[config.mk]
export PLATFORM = sky130hd
export DESIGN_NAME = ltv_link_timing_regs
export DESIGN_NICKNAME = d
export VERILOG_FILES = /design/src/verilog/ltv_pkg.sv /design/src/verilog/ltv_link_timing_regs.sv
export VERILOG_INCLUDE_DIRS = /design/src /design/src/verilog
export SDC_FILE = /design/constraint.sdc
export NUM_CORES = 1
export LEC_CHECK = 0
export CORE_MARGIN = 1
export CORE_UTILIZATION = 60
export CTS_CLUSTER_DIAMETER = 60
export DETAILED_ROUTE_END_ITERATION = 10
export DONT_BUFFER_PORTS = 1
export PLACE_DENSITY = 0.76
export SLEW_MARGIN = 25
export SYNTH_ARGS = -nofsm -noshare
export SYNTH_HDL_FRONTEND = slang
export SYNTH_SLANG_ARGS = --single-unit
[constraint.sdc]
create_clock -name mclk_in -period 5.4 [get_ports mclk_in]
set_input_delay 0.81 -clock mclk_in [delete_from_list [all_inputs] [get_ports mclk_in]]
set_output_delay 0.81 -clock mclk_in [all_outputs]
set_load 0.01 [all_outputs]
[src/verilog/ltv_regs.svh]
`ifndef LTV_REGS_SVH
`define LTV_REGS_SVH
// ****************************************
// register byte offsets
// ****************************************
`define LTV_OFF_LINK_CFG 12'h0d4
`define LTV_OFF_PD_CTRL 12'h0d8
`define LTV_OFF_PD_DATA 12'h0dc
`define LTV_OFF_RSV_LO 12'h0e0
`define LTV_OFF_RSV_HI 12'h0ec
`define LTV_OFF_MSI_CAP 12'h0f0
`define LTV_OFF_IRQ_STATUS 12'h000
`define LTV_OFF_IRQ_ENABLE 12'h004
`define LTV_OFF_IRQ_CLEAR 12'h008
// ****************************************
// reset values
// ****************************************
`define LTV_RST_CDR_TIME 8'h54
`define LTV_RST_L0S_EXIT 7'h02
`define LTV_RST_L1_EXIT 7'h19
`define LTV_RST_L1_WAIT 8'h00
`define LTV_RST_PD_ADDR 6'h00
`define LTV_RST_PD_DATA 32'h0000_0000
// ****************************************
// fixed capability fields and eeprom base address
// ****************************************
`define LTV_PD_CAP_ID 8'h03
`define LTV_PD_NEXT_PTR 8'hf0
`define LTV_MSI_CAP_ID 8'h05
`define LTV_MSI_NEXT_PTR 8'h00
`define LTV_PD_EE_BASE 9'h040
// ****************************************
// field positions and wait decode constants
// ****************************************
`define LTV_F_L0S_LSB 8
`define LTV_F_L1_LSB 16
`define LTV_F_WAIT_LSB 24
`define LTV_F_PD_ADDR_LSB 18
`define LTV_F_PD_FLAG 31
`define LTV_WAIT_OFFSET_MS 9'd128
`define LTV_WAIT_HALF 8'h80
// ****************************************
// fast training set symbols
// ****************************************
`define LTV_SYM_K28_5 8'hbc
`define LTV_SYM_K28_1 8'h3c
// ****************************************
// interrupt status bits
// ****************************************
`define LTV_IRQ_RD_DONE 0
`define LTV_IRQ_WR_DONE 1
`endif
[src/verilog/ltv_pkg.sv]
`default_nettype none
package ltv_pkg;
	typedef enum logic [0:0] {
		LTV_IDLE = 1'b0,
		LTV_BUSY = 1'b1
	} ltv_state_t;
	typedef logic [1:0] ltv_resp_t;
	localparam ltv_resp_t LTV_RESP_OKAY = 2'h0;
	localparam ltv_resp_t LTV_RESP_SLVERR = 2'h2;
endpackage
`default_nettype wire

[src/verilog/ltv_link_timing_regs.sv]
`timescale 1ns/100ps
`default_nettype none
`include "ltv_regs.svh"
module ltv_link_timing_regs (
	input wire logic mclk_in,
	input wire logic srst_in,
	input wire logic [11:0] s_axi_awaddr_in,
	input wire logic s_axi_awvalid_in,
	output logic s_axi_awready_out,
	input wire logic [31:0] s_axi_wdata_in,
	input wire logic [3:0] s_axi_wstrb_in,
	input wire logic s_axi_wvalid_in,
	output logic s_axi_wready_out,
	output ltv_pkg::ltv_resp_t s_axi_bresp_out,
	output logic s_axi_bvalid_out,
	input wire logic s_axi_bready_in,
	input wire logic [11:0] s_axi_araddr_in,
	input wire logic s_axi_arvalid_in,
	output logic s_axi_arready_out,
	output logic [31:0] s_axi_rdata_out,
	output ltv_pkg::ltv_resp_t s_axi_rresp_out,
	output logic s_axi_rvalid_out,
	input wire logic s_axi_rready_in,
	output logic ee_req_out,
	output logic ee_write_out,
	output logic [8:0] ee_byte_addr_out,
	output logic [31:0] ee_wdata_out,
	input wire logic ee_done_in,
	input wire logic [31:0] ee_rdata_in,
	output logic [7:0] cdr_fts_count_out,
	output logic [31:0] fts_set_symbols_out,
	output logic [6:0] l0s_exit_latency_out,
	output logic [6:0] l1_exit_latency_out,
	output logic [8:0] l1_entry_wait_ms_out,
	output logic irq_out
);
	import ltv_pkg::*;

	// ****************************************
	// write channel capture
	// ****************************************
	logic aw_have_ff;
	logic w_have_ff;
	logic [11:0] awaddr_ff;
	logic [31:0] wdata_ff;
	logic [3:0] wstrb_ff;
	logic bvalid_ff;
	ltv_resp_t bresp_ff;
	logic wr_fire;

	assign s_axi_awready_out = !aw_have_ff && !bvalid_ff;
	assign s_axi_wready_out = !w_have_ff && !bvalid_ff;
	assign wr_fire = aw_have_ff && w_have_ff && !bvalid_ff;
	assign s_axi_bvalid_out = bvalid_ff;
	assign s_axi_bresp_out = bresp_ff;

	always_ff @(posedge mclk_in) begin
		if (srst_in) begin
			aw_have_ff <= 1'b0;
			awaddr_ff <= 12'h000;
		end else if (s_axi_awvalid_in && s_axi_awready_out) begin
			aw_have_ff <= 1'b1;
			awaddr_ff <= s_axi_awaddr_in;
		end else if (wr_fire) begin
			aw_have_ff <= 1'b0;
		end
	end

	always_ff @(posedge mclk_in) begin
		if (srst_in) begin
			w_have_ff <= 1'b0;
			wdata_ff <= 32'h0000_0000;
			wstrb_ff <= 4'h0;
		end else if (s_axi_wvalid_in && s_axi_wready_out) begin
			w_have_ff <= 1'b1;
			wdata_ff <= s_axi_wdata_in;
			wstrb_ff <= s_axi_wstrb_in;
		end else if (wr_fire) begin
			w_have_ff <= 1'b0;
		end
	end

	function automatic logic [31:0] merge_bytes(input logic [31:0] old_v,
		input logic [31:0] new_v, input logic [3:0] strb);
		logic [31:0] res;
		res = old_v;
		for (int i = 0; i < 4; i++) begin
			if (strb[i]) begin
				res[i*8 +: 8] = new_v[i*8 +: 8];
			end
		end
		return res;
	endfunction

	function automatic logic is_mapped(input logic [11:0] a);
		logic hit;
		hit = (a == `LTV_OFF_LINK_CFG) || (a == `LTV_OFF_PD_CTRL) ||
			(a == `LTV_OFF_PD_DATA) || (a == `LTV_OFF_MSI_CAP) ||
			(a == `LTV_OFF_IRQ_STATUS) || (a == `LTV_OFF_IRQ_ENABLE) ||
			(a == `LTV_OFF_IRQ_CLEAR) ||
			((a >= `LTV_OFF_RSV_LO) && (a <= `LTV_OFF_RSV_HI) && (a[1:0] == 2'h0));
		return hit;
	endfunction

	logic wr_link;
	logic wr_ctrl;
	logic wr_data;
	assign wr_link = wr_fire && (awaddr_ff == `LTV_OFF_LINK_CFG);
	assign wr_ctrl = wr_fire && (awaddr_ff == `LTV_OFF_PD_CTRL);
	assign wr_data = wr_fire && (awaddr_ff == `LTV_OFF_PD_DATA);

	always_ff @(posedge mclk_in) begin
		if (srst_in) begin
			bvalid_ff <= 1'b0;
			bresp_ff <= LTV_RESP_OKAY;
		end else if (wr_fire) begin
			bvalid_ff <= 1'b1;
			bresp_ff <= is_mapped(awaddr_ff) ? LTV_RESP_OKAY : LTV_RESP_SLVERR;
		end else if (s_axi_bready_in) begin
			bvalid_ff <= 1'b0;
		end
	end

	// ****************************************
	// link timing fields
	// ****************************************
	logic [7:0] cdr_time_ff;
	logic [6:0] l0s_exit_ff;
	logic [6:0] l1_exit_ff;
	logic [7:0] l1_wait_ff;
	logic [31:0] link_merged;
	assign link_merged = merge_bytes({l1_wait_ff, 1'b0, l1_exit_ff, 1'b0, l0s_exit_ff,
		cdr_time_ff}, wdata_ff, wstrb_ff);

	always_ff @(posedge mclk_in) begin
		if (srst_in) begin
			cdr_time_ff <= `LTV_RST_CDR_TIME;
			l0s_exit_ff <= `LTV_RST_L0S_EXIT;
			l1_exit_ff <= `LTV_RST_L1_EXIT;
			l1_wait_ff <= `LTV_RST_L1_WAIT;
		end else if (wr_link) begin
			cdr_time_ff <= link_merged[7:0];
			l0s_exit_ff <= link_merged[`LTV_F_L0S_LSB +: 7];
			l1_exit_ff <= link_merged[`LTV_F_L1_LSB +: 7];
			l1_wait_ff <= link_merged[`LTV_F_WAIT_LSB +: 8];
		end
	end

	// values at or above the half point count from zero, the rest from 128 ms
	logic [8:0] nxt_wait_ms;
	always_comb begin
		if (l1_wait_ff >= `LTV_WAIT_HALF) begin
			nxt_wait_ms = {2'b00, l1_wait_ff[6:0]};
		end else begin
			nxt_wait_ms = `LTV_WAIT_OFFSET_MS + {2'b00, l1_wait_ff[6:0]};
		end
	end

	logic [8:0] wait_ms_ff;
	always_ff @(posedge mclk_in) begin
		if (srst_in) begin
			wait_ms_ff <= `LTV_WAIT_OFFSET_MS;
		end else begin
			wait_ms_ff <= nxt_wait_ms;
		end
	end

	assign cdr_fts_count_out = cdr_time_ff;
	assign l0s_exit_latency_out = l0s_exit_ff;
	assign l1_exit_latency_out = l1_exit_ff;
	assign l1_entry_wait_ms_out = wait_ms_ff;
	// comma goes first on the wire, so it sits in the low byte
	assign fts_set_symbols_out = {`LTV_SYM_K28_1, `LTV_SYM_K28_1, `LTV_SYM_K28_1,
		`LTV_SYM_K28_5};

	// ****************************************
	// product-data engine control
	// ****************************************
	ltv_state_t state_ff;
	logic pd_flag_ff;
	logic op_write_ff;
	logic [5:0] pd_addr_ff;
	logic [31:0] pd_data_ff;
	logic pd_start;
	logic pd_done;
	// a start while busy is dropped so the pending address and data stay put
	assign pd_start = wr_ctrl && wstrb_ff[3] && (state_ff == LTV_IDLE);
	assign pd_done = (state_ff == LTV_BUSY) && ee_done_in;

	always_ff @(posedge mclk_in) begin
		if (srst_in) begin
			state_ff <= LTV_IDLE;
			op_write_ff <= 1'b0;
		end else begin
			case (state_ff)
				LTV_IDLE: begin
					if (pd_start) begin
						state_ff <= LTV_BUSY;
						op_write_ff <= wdata_ff[`LTV_F_PD_FLAG];
					end
				end
				LTV_BUSY: begin
					if (ee_done_in) begin
						state_ff <= LTV_IDLE;
					end
				end
				default: begin
					state_ff <= LTV_IDLE;
				end
			endcase
		end
	end

	always_ff @(posedge mclk_in) begin
		if (srst_in) begin
			pd_flag_ff <= 1'b0;
		end else if (pd_start) begin
			pd_flag_ff <= wdata_ff[`LTV_F_PD_FLAG];
		end else if (pd_done) begin
			pd_flag_ff <= !op_write_ff;
		end
	end

	always_ff @(posedge mclk_in) begin
		if (srst_in) begin
			pd_addr_ff <= `LTV_RST_PD_ADDR;
		end else if (wr_ctrl && wstrb_ff[2] && (state_ff == LTV_IDLE)) begin
			pd_addr_ff <= wdata_ff[`LTV_F_PD_ADDR_LSB +: 6];
		end
	end

	// read data from the engine wins over a software write in the same cycle
	always_ff @(posedge mclk_in) begin
		if (srst_in) begin
			pd_data_ff <= `LTV_RST_PD_DATA;
		end else if (pd_done && !op_write_ff) begin
			pd_data_ff <= ee_rdata_in;
		end else if (wr_data) begin
			pd_data_ff <= merge_bytes(pd_data_ff, wdata_ff, wstrb_ff);
		end
	end

	// loaded with the field itself, so the first request cycle already carries it
	logic [8:0] ee_addr_ff;
	always_ff @(posedge mclk_in) begin
		if (srst_in) begin
			ee_addr_ff <= `LTV_PD_EE_BASE;
		end else if (wr_ctrl && wstrb_ff[2] && (state_ff == LTV_IDLE)) begin
			ee_addr_ff <= `LTV_PD_EE_BASE + {1'b0, wdata_ff[`LTV_F_PD_ADDR_LSB +: 6], 2'b00};
		end
	end

	assign ee_req_out = (state_ff == LTV_BUSY);
	assign ee_write_out = op_write_ff;
	assign ee_byte_addr_out = ee_addr_ff;
	assign ee_wdata_out = pd_data_ff;

	// ****************************************
	// interrupt status, enable, clear
	// ****************************************
	logic [1:0] irq_status_ff;
	logic [1:0] irq_enable_ff;
	logic [1:0] irq_set;
	logic [1:0] irq_clr;
	assign irq_set = {pd_done && op_write_ff, pd_done && !op_write_ff};
	assign irq_clr = (wr_fire && (awaddr_ff == `LTV_OFF_IRQ_CLEAR) && wstrb_ff[0]) ?
		wdata_ff[1:0] : 2'b00;

	always_ff @(posedge mclk_in) begin
		if (srst_in) begin
			irq_status_ff <= 2'b00;
		end else begin
			irq_status_ff <= (irq_status_ff & ~irq_clr) | irq_set;
		end
	end

	always_ff @(posedge mclk_in) begin
		if (srst_in) begin
			irq_enable_ff <= 2'b00;
		end else if (wr_fire && (awaddr_ff == `LTV_OFF_IRQ_ENABLE) && wstrb_ff[0]) begin
			irq_enable_ff <= wdata_ff[1:0];
		end
	end

	assign irq_out = |(irq_status_ff & irq_enable_ff);

	// ****************************************
	// read channel
	// ****************************************
	logic rvalid_ff;
	logic [31:0] rdata_ff;
	ltv_resp_t rresp_ff;
	logic [31:0] nxt_rdata;
	assign s_axi_arready_out = !rvalid_ff;
	assign s_axi_rvalid_out = rvalid_ff;
	assign s_axi_rdata_out = rdata_ff;
	assign s_axi_rresp_out = rresp_ff;

	always_comb begin
		nxt_rdata = 32'h0000_0000;
		case (s_axi_araddr_in)
			`LTV_OFF_LINK_CFG: nxt_rdata = {l1_wait_ff, 1'b0, l1_exit_ff, 1'b0, l0s_exit_ff,
				cdr_time_ff};
			`LTV_OFF_PD_CTRL: nxt_rdata = {pd_flag_ff, 7'h00, pd_addr_ff, 2'b00,
				`LTV_PD_NEXT_PTR, `LTV_PD_CAP_ID};
			`LTV_OFF_PD_DATA: nxt_rdata = pd_data_ff;
			`LTV_OFF_MSI_CAP: nxt_rdata = {16'h0000, `LTV_MSI_NEXT_PTR,
				`LTV_MSI_CAP_ID};
			`LTV_OFF_IRQ_STATUS: nxt_rdata = {30'h0000_0000, irq_status_ff};
			`LTV_OFF_IRQ_ENABLE: nxt_rdata = {30'h0000_0000, irq_enable_ff};
			default: nxt_rdata = 32'h0000_0000;
		endcase
	end

	always_ff @(posedge mclk_in) begin
		if (srst_in) begin
			rvalid_ff <= 1'b0;
			rdata_ff <= 32'h0000_0000;
			rresp_ff <= LTV_RESP_OKAY;
		end else if (s_axi_arvalid_in && s_axi_arready_out) begin
			rvalid_ff <= 1'b1;
			rdata_ff <= nxt_rdata;
			rresp_ff <= is_mapped(s_axi_araddr_in) ? LTV_RESP_OKAY : LTV_RESP_SLVERR;
		end else if (s_axi_rready_in) begin
			rvalid_ff <= 1'b0;
		end
	end

	// ****************************************
	// checks
	// ****************************************
	cdr_reset_a: assert property (@(posedge mclk_in) srst_in |=>
		(cdr_time_ff == 8'h54) && (l0s_exit_ff == 7'h02) && (l1_exit_ff == 7'h19))
		else $error("link timing fields wrong after reset");
	fts_symbols_a: assert property (@(posedge mclk_in) disable iff (srst_in)
		fts_set_symbols_out == 32'h3c3c_3cbc)
		else $error("fast training set symbols wrong");
	wait_decode_a: assert property (@(posedge mclk_in) disable iff (srst_in)
		##1 (wait_ms_ff == (($past(l1_wait_ff) >= 8'h80) ? {2'b00, $past(l1_wait_ff[6:0])} :
		9'd128 + {2'b00, $past(l1_wait_ff[6:0])})))
		else $error("wait period decode wrong");
	pd_header_a: assert property (@(posedge mclk_in) disable iff (srst_in)
		(s_axi_arvalid_in && s_axi_arready_out && (s_axi_araddr_in == 12'h0d8)) |=>
		(s_axi_rdata_out[15:0] == 16'hf003) && s_axi_rvalid_out)
		else $error("product-data header read wrong");
	msi_header_a: assert property (@(posedge mclk_in) disable iff (srst_in)
		(s_axi_arvalid_in && s_axi_arready_out && (s_axi_araddr_in == 12'h0f0)) |=>
		(s_axi_rdata_out == 32'h0000_0005))
		else $error("interrupt capability header read wrong");
	rsv_read_a: assert property (@(posedge mclk_in) disable iff (srst_in)
		(s_axi_arvalid_in && s_axi_arready_out && (s_axi_araddr_in >= 12'h0e0) &&
		(s_axi_araddr_in <= 12'h0ec)) |=> (s_axi_rdata_out == 32'h0000_0000))
		else $error("reserved range read not zero");
	read_flag_a: assert property (@(posedge mclk_in) disable iff (srst_in)
		(ee_req_out && !ee_write_out) |-> !pd_flag_ff)
		else $error("read flag not low while busy");
	read_done_a: assert property (@(posedge mclk_in) disable iff (srst_in)
		(pd_done && !op_write_ff) |=> pd_flag_ff && (pd_data_ff == $past(ee_rdata_in))
		&& irq_status_ff[0])
		else $error("read completion not reported");
	write_done_a: assert property (@(posedge mclk_in) disable iff (srst_in)
		(pd_done && op_write_ff) |=> !pd_flag_ff && !ee_req_out && irq_status_ff[1])
		else $error("write completion not reported");
	ee_addr_a: assert property (@(posedge mclk_in) disable iff (srst_in)
		ee_req_out |-> (ee_byte_addr_out == 9'h040 + {1'b0, pd_addr_ff, 2'b00}))
		else $error("eeprom address not offset by 40h");
	bresp_time_a: assert property (@(posedge mclk_in) disable iff (srst_in)
		wr_fire |=> s_axi_bvalid_out)
		else $error("write response late");
endmodule
`default_nettype wire

After elaboration in Yosys (flattened, before gate mapping) --
Cells that the tools add are included.
Storage, ports and cells: latch bits 0, output and inout bits 148, memories kept 0, bits in read-only memories 0, word-level logic and storage cells 143, register bits 181, bits in writable memories 0
Cells by class: shift-type cells 0, divide/modulo/power cells 0, reduce and logical (&&, ||, !) cells 69, eq/ne operators 12, add/sub/neg operators 2, order comparisons 5, bitwise logic cells 5, mux-type cells 23, multipliers 0
Operator list (number):
- 32-bit case mux with 6 select lines | 1
- 12-bit by 8-bit == test with 1-bit output (second input constant) | 8
- 32-bit 2-to-1 mux | 2
- 8-bit 2-to-1 mux | 5
- 1-bit logical AND | 25
- 12-bit by 3-bit == test with 1-bit output (second input constant) | 2
- 12-bit by 4-bit == test with 1-bit output (second input constant) | 2
- 12-bit by 8-bit >= comparator with 1-bit output (second input constant) | 2
- 12-bit by 8-bit <= comparator with 1-bit output (second input constant) | 2
- 12-bit logical NOT | 2
- 2-bit nonzero test | 10
- 2-bit AND reduction | 9
- 1-bit logical OR | 14
- 1-bit 2-to-1 mux | 11
- 7-bit by 8-bit adder with 9-bit output (first input constant) | 1
- 8-bit by 7-bit adder with 9-bit output (first input constant) | 1
- 8-bit >= comparator (second input constant) | 1
- 2-bit 2-to-1 mux | 3
- 1-bit logical NOT | 5
- 2-bit bitwise AND | 2
- 2-bit logical NOT | 2
- 2-bit OR reduction | 2
- 2-bit NOT | 1
- 2-bit OR | 1
- other kinds (2) | 2

Longest topological paths before layout --
depth in word-level cells 9, gate-level depth with buffers 7, mapped depth without buffers 4

Worst setup path after synthesis --
Ideal clock, no wire load.
path kind in2reg, start in s_axi_araddr_in[5], end reg rdata_ff[10], in the netlist s_axi_rdata_out[10], arrival 2.146 ns, required time 5.272 ns, stages on the path 6, path buffers 2, setup time 0.128 ns, setup slack 3.126 ns, cells stage by stage clkbuf_1 > or3_1 > and3_1 > o2111ai_1 > clkbuf_1 > o21ai_0
Between the ends: longest elaborated chain between the ends 2, elaborated cells between the ends (all ways) 7, those cells by class 5 x eq/ne; 1 x mux; 1 x reduce/logical
RTL lines:
- start, declared | RTL line ltv_link_timing_regs.sv:17 | input wire logic [11:0] s_axi_araddr_in,
- 12-bit by 3-bit == test with 1-bit output (tied with other cells) | RTL line ltv_link_timing_regs.sv:301 | case (s_axi_araddr_in)
- 32-bit case mux with 6 select lines * | RTL line ltv_link_timing_regs.sv:301
- end signal, assigned | RTL line ltv_link_timing_regs.sv:322 | rdata_ff <= nxt_rdata;
- end, declared | RTL line ltv_link_timing_regs.sv:291 | logic [31:0] rdata_ff;
Every way passes the cells marked *; elsewhere a longest branch is shown, timed or not. A chain may end at the register's enable or synchronous reset.

Worst setup path after layout --
start reg awaddr_ff[6], end reg ee_addr_ff[6], in the netlist ee_byte_addr_out[6]
Between the ends: longest elaborated chain between the ends 4
RTL lines:
- start, declared | RTL line ltv_link_timing_regs.sv:44 | logic [11:0] awaddr_ff;
- start signal, assigned | RTL line ltv_link_timing_regs.sv:63 | awaddr_ff <= s_axi_awaddr_in;
- 12-bit by 8-bit == test with 1-bit output (no source line)
- 1-bit logical AND | RTL line ltv_link_timing_regs.sv:109 | assign wr_ctrl = wr_fire && (awaddr_ff == `LTV_OFF_PD_CTRL);
- 1-bit logical AND (2 in series) | RTL line ltv_link_timing_regs.sv:248 | end else if (wr_ctrl && wstrb_ff[2] && (state_ff == LTV_IDLE)) begin
- end signal, assigned | RTL line ltv_link_timing_regs.sv:247 | ee_addr_ff <= `LTV_PD_EE_BASE;
- end signal, assigned | RTL line ltv_link_timing_regs.sv:249 | ee_addr_ff <= `LTV_PD_EE_BASE + {1'b0, wdata_ff[`LTV_F_PD_ADDR_LSB +: 6], 2'b00};
- end, declared | RTL line ltv_link_timing_regs.sv:244 | logic [8:0] ee_addr_ff;
No other way between the ends.

==> summary.txt <==
Run status
  – Outcome: complete, no violations

Synth
  – Synthesized instance count: 884
  – Largest family of logic cells by synthesized area: simple AND/OR/NAND/NOR gates
  – Seq cells post-synth: 172
  – Synth cell types: 57
  – Post-Synth Adder-Cell Area: 0.00166
  – Mapped cell area: 7520 sq um
  – Mean Syn Cell Area: 8.51 sq um
  – Synth async-reset ratio: 0
  – Post-synthesis simple-gate area fraction: 0.217
  – Post-synth top area share: 0.458
  – Xor/xnor share of the synthesized area: 0.00116
  – Synth top area cells: dfxtp_1 (46%), nand2_1 (6.9%), a21oi_1 (6.1%)
  – Register area share after synthesis: 0.458
  – Synth Area in Compound Gates: 0.214
  – Post-synthesis mux area share: 0.0271
  – Cell accounting for the most synthesized area: dfxtp_1
  – EDFF count, synth: 0
  – Most frequent cell after synthesis: dfxtp_1
  – Top FF cell, synth: dfxtp_1
  – Top cells by count, synth: dfxtp_1 (172), nand2_1 (139), a21oi_1 (91), o21ai_0 (70), nor2_1 (65)
  – Yosys warnings: 0

Pwr
  – Final total power: 2.62 mW
  – Lkg Pwr: 2.74 nW
  – PwrDens: 332 nW/um^2
  – Maximum vdd drop: 0.199 mV

Timing
  – Hold Slack: 0.441 ns
  – Pins Over Slew Limit: 0
  – Slew @ Worst Pin: 1.03 ns
  – Max-slew headroom: 0.315
  – Setup TNS Final: 0 ns
  – Fmax: 378 MHz
  – Fin. Hold Viols: 0
  – Min Tclk post-route: 2.64 ns
  – Final setup skew: 0.00649 ns
  – Unrepaired setup endpoints after global routing: no
  – Final period util: 0.489
  – Final-report setup violation count: 0

Route
  – Wire per inst: 20.4 um
  – Post-route DRC: 0
  – DRT Pass-1 Iters: 5
  – Routed via count: 6456
  – Post-route ant nets: 0
  – Vias/cell: 6.31
  – Iter 0 DRT Violations: 633
  – Routed wire length: 20.9 mm

Clocking
  – Root buf cell: clkbuf_16
  – Clock buffer depth: 2
  – Hold_buf cts: 0
  – Postcts setup bufs: 0
  – # H-tree levels: 4
  – CTS tree: done
  – Clock Pin Slew Worst Setup and Hold Paths: 0.06 ns
  – Num Clock Sinks: 172
  – Inserted Clock Buffers: 17
  – Post-cts sizing count: 0
  – Worst-Skew Late Latency: 0.43 ns

Critical path
  – Reg-to-reg endpoint: ee_byte_addr_out[6]$_SDFFE_PP1P_
  – Worst path buffer plus inverter count: 0
  – Slowest cell delay on critical path: 0.90 ns
  – CP Class: flop to flop
  – Slowest CP cell: and3_1
  – Setup crit end kind: flop
  – Worst r2r src: awaddr_ff[6]$_SDFFE_PP0P_
  – Top fanout value on the critical path: 29
  – Critical Path, Cell by Cell: and3_1 > nand4_1 > o21ai_0 > o311ai_0
  – CP top delay family: simple AND/OR/NAND/NOR gates
  – Arr. time, crit path: 2.92 ns
  – Critical path required time: 5.67 ns
  – R2R cell count: 4
  – Crit path launch type: flop
  – Reg2reg setup slack: 2.76 ns

Placement
  – GP Congestion: 0.842
  – Port buffer count: 0
  – Dpl hpwl: 15.1 mm

Hold path
  – Hold path cells: 1
  – Worst Hold Class: flop to flop
  – Hold_sp: l1_wait_ff[7]$_SDFFE_PP0P_
  – Hold Crit Endpoint: l1_entry_wait_ms_out[7]$_SDFF_PP1_

Layout
  – # fillers: 1079
  – Nets: 943
  – Antenna Diode Count: 0
  – Area grow syn2layout: 4.89%
  – Layout cells sized above 1: 0.106

Global route
  – GRT Residual Overflow: 0
  – Initial antenna violation count: 0
  – First-pass GRT wire length: 31.7 mm
  – All-layer global routing usage: 0.320
  – Largest net degree at the start of global routing: 134
  – Number of global-route vias before repair: 5887

Die
  – Initial core utilization: 0.621
  – Core Area: 12100 sq um
  – Standard-cell rows: 40
  – # IOs: 248
  – Die ar.: 13000 sq um
  – Die Y: 114 um
  – Die X: 114 um

Run
  – Max Cap Viol: 0
==> worst max-delay path by stage <==
stage | start | to | slack [ns] | cells after the start
floorplan | s_axi_araddr_in[5] | s_axi_rdata_out[10]$_SDFFE_PP0P_ | 3.13 | 6
global placement | s_axi_araddr_in[9] | s_axi_rdata_out[30]$_SDFFE_PP0P_ | 2.82 | 4
detailed placement | s_axi_araddr_in[9] | s_axi_rdata_out[6]$_SDFFE_PP0P_ | 2.78 | 4
CTS | awaddr_ff[11]$_SDFFE_PP0P_ | cdr_fts_count_out[4]$_SDFFE_PP1P_ | 2.81 | 4
global route | awaddr_ff[6]$_SDFFE_PP0P_ | ee_byte_addr_out[6]$_SDFFE_PP1P_ | 2.55 | 4
finish | awaddr_ff[6]$_SDFFE_PP0P_ | ee_byte_addr_out[6]$_SDFFE_PP1P_ | 2.76 | 4
==> cells in the final DEF (no fill, tap or decap), types with 7 or more instances in the layout <==
cell,instances
a22oi_1,25
o21ai_0,70
clkbuf_16,17
nor2b_1,19
and4_1,8
nand3_1,16
o221a_2,24
o21ai_1,9
nor2_1,64
mux2_2,7
mux2_4,7
a21oi_1,91
a31oi_1,13
dfxtp_1,172
nand4_1,27
conb_1,37
nand2_1,139
==> registers in the layout, summed over array words and instances, names as in the netlist, 7 cells and up <==
register              flops
awaddr_ff                12
cdr_fts_count_out         8
ee_wdata_out             32
l0s_exit_latency_out      7
l1_entry_wait_ms_out      8
l1_exit_latency_out       7
l1_wait_ff                8
s_axi_rdata_out          32
wdata_ff                 32
==> kinds of logic (layout without fill, tap and decap cells) <==
logic type | count (synthesis) | in the layout
AND/OR/NAND/NOR | 327 | 327
AO/OA/AOI/OAI | 257 | 257
flip-flops | 172 | 172
buffers and inverters | 108 | 44
multiplexers | 16 | 16
other | 2 | 37
adder cells (fa/ha/maj) | 1 | 1
XOR/XNOR | 1 | 1
==> stage by stage <==
| step | util | instances | setup WS [ns] | area (sq um) |
|---|---|---|---|---|
| 2_1_floorplan | - | 919 | 3.13 | 7650 |
| 3_5_place_dp | 0.605 | 990 | 2.78 | 7330 |
| 3_3_place_gp | 0.605 | 990 | 2.82 | 7320 |
| 4_1_cts | 0.651 | 1022 | 2.81 | 7880 |
| 5_1_grt | 0.651 | 1023 | 2.55 | 7890 |
| 6_report | 0.651 | 1023 | 2.76 | 7890 |
==> metal layers <==
metal | part of all wire | wire length [um] | GRT usage
met5 | 0 | 0 | 0
met4 | 0.021 | 440 | 0.113
met3 | 0.10 | 2080 | 0.0994
met2 | 0.46 | 9620 | 0.496
met1 | 0.42 | 8740 | 0.422
==> cell type report <==
type,count,area [sq um],area share
multi-input cells,639,3620,0.459
flip-flops and latches,172,3440,0.437
clock buffers,22,484,0.0614
well taps,168,210,0.0267
clock inverters,10,65.1,0.00825
repair buffers,6,45.0,0.00571
inverters,6,22.5,0.00286
==> where the power goes <==
group / total [mW] / internal (mW) / switching (mW) / leakage [nW]
sequential: 1.34 / 1.30 / 0.0422 / 1.39
clock: 1.13 / 0.634 / 0.501 / 0.268
combinational: 0.143 / 0.0474 / 0.0959 / 1.08
total: 2.62 / 1.98 / 0.639 / 2.74
==> worst reg2reg max path, delay by kind of cell (launching register included) <==
| kind | cells | cell delay, ns |
|---|---|---|
| AND/OR/NAND/NOR | 2 | 1.52 |
| AO/OA/AOI/OAI | 2 | 0.49 |
| flip-flops | 1 | 0.48 |
No activity file was read; power rests on OpenSTA's default activity.
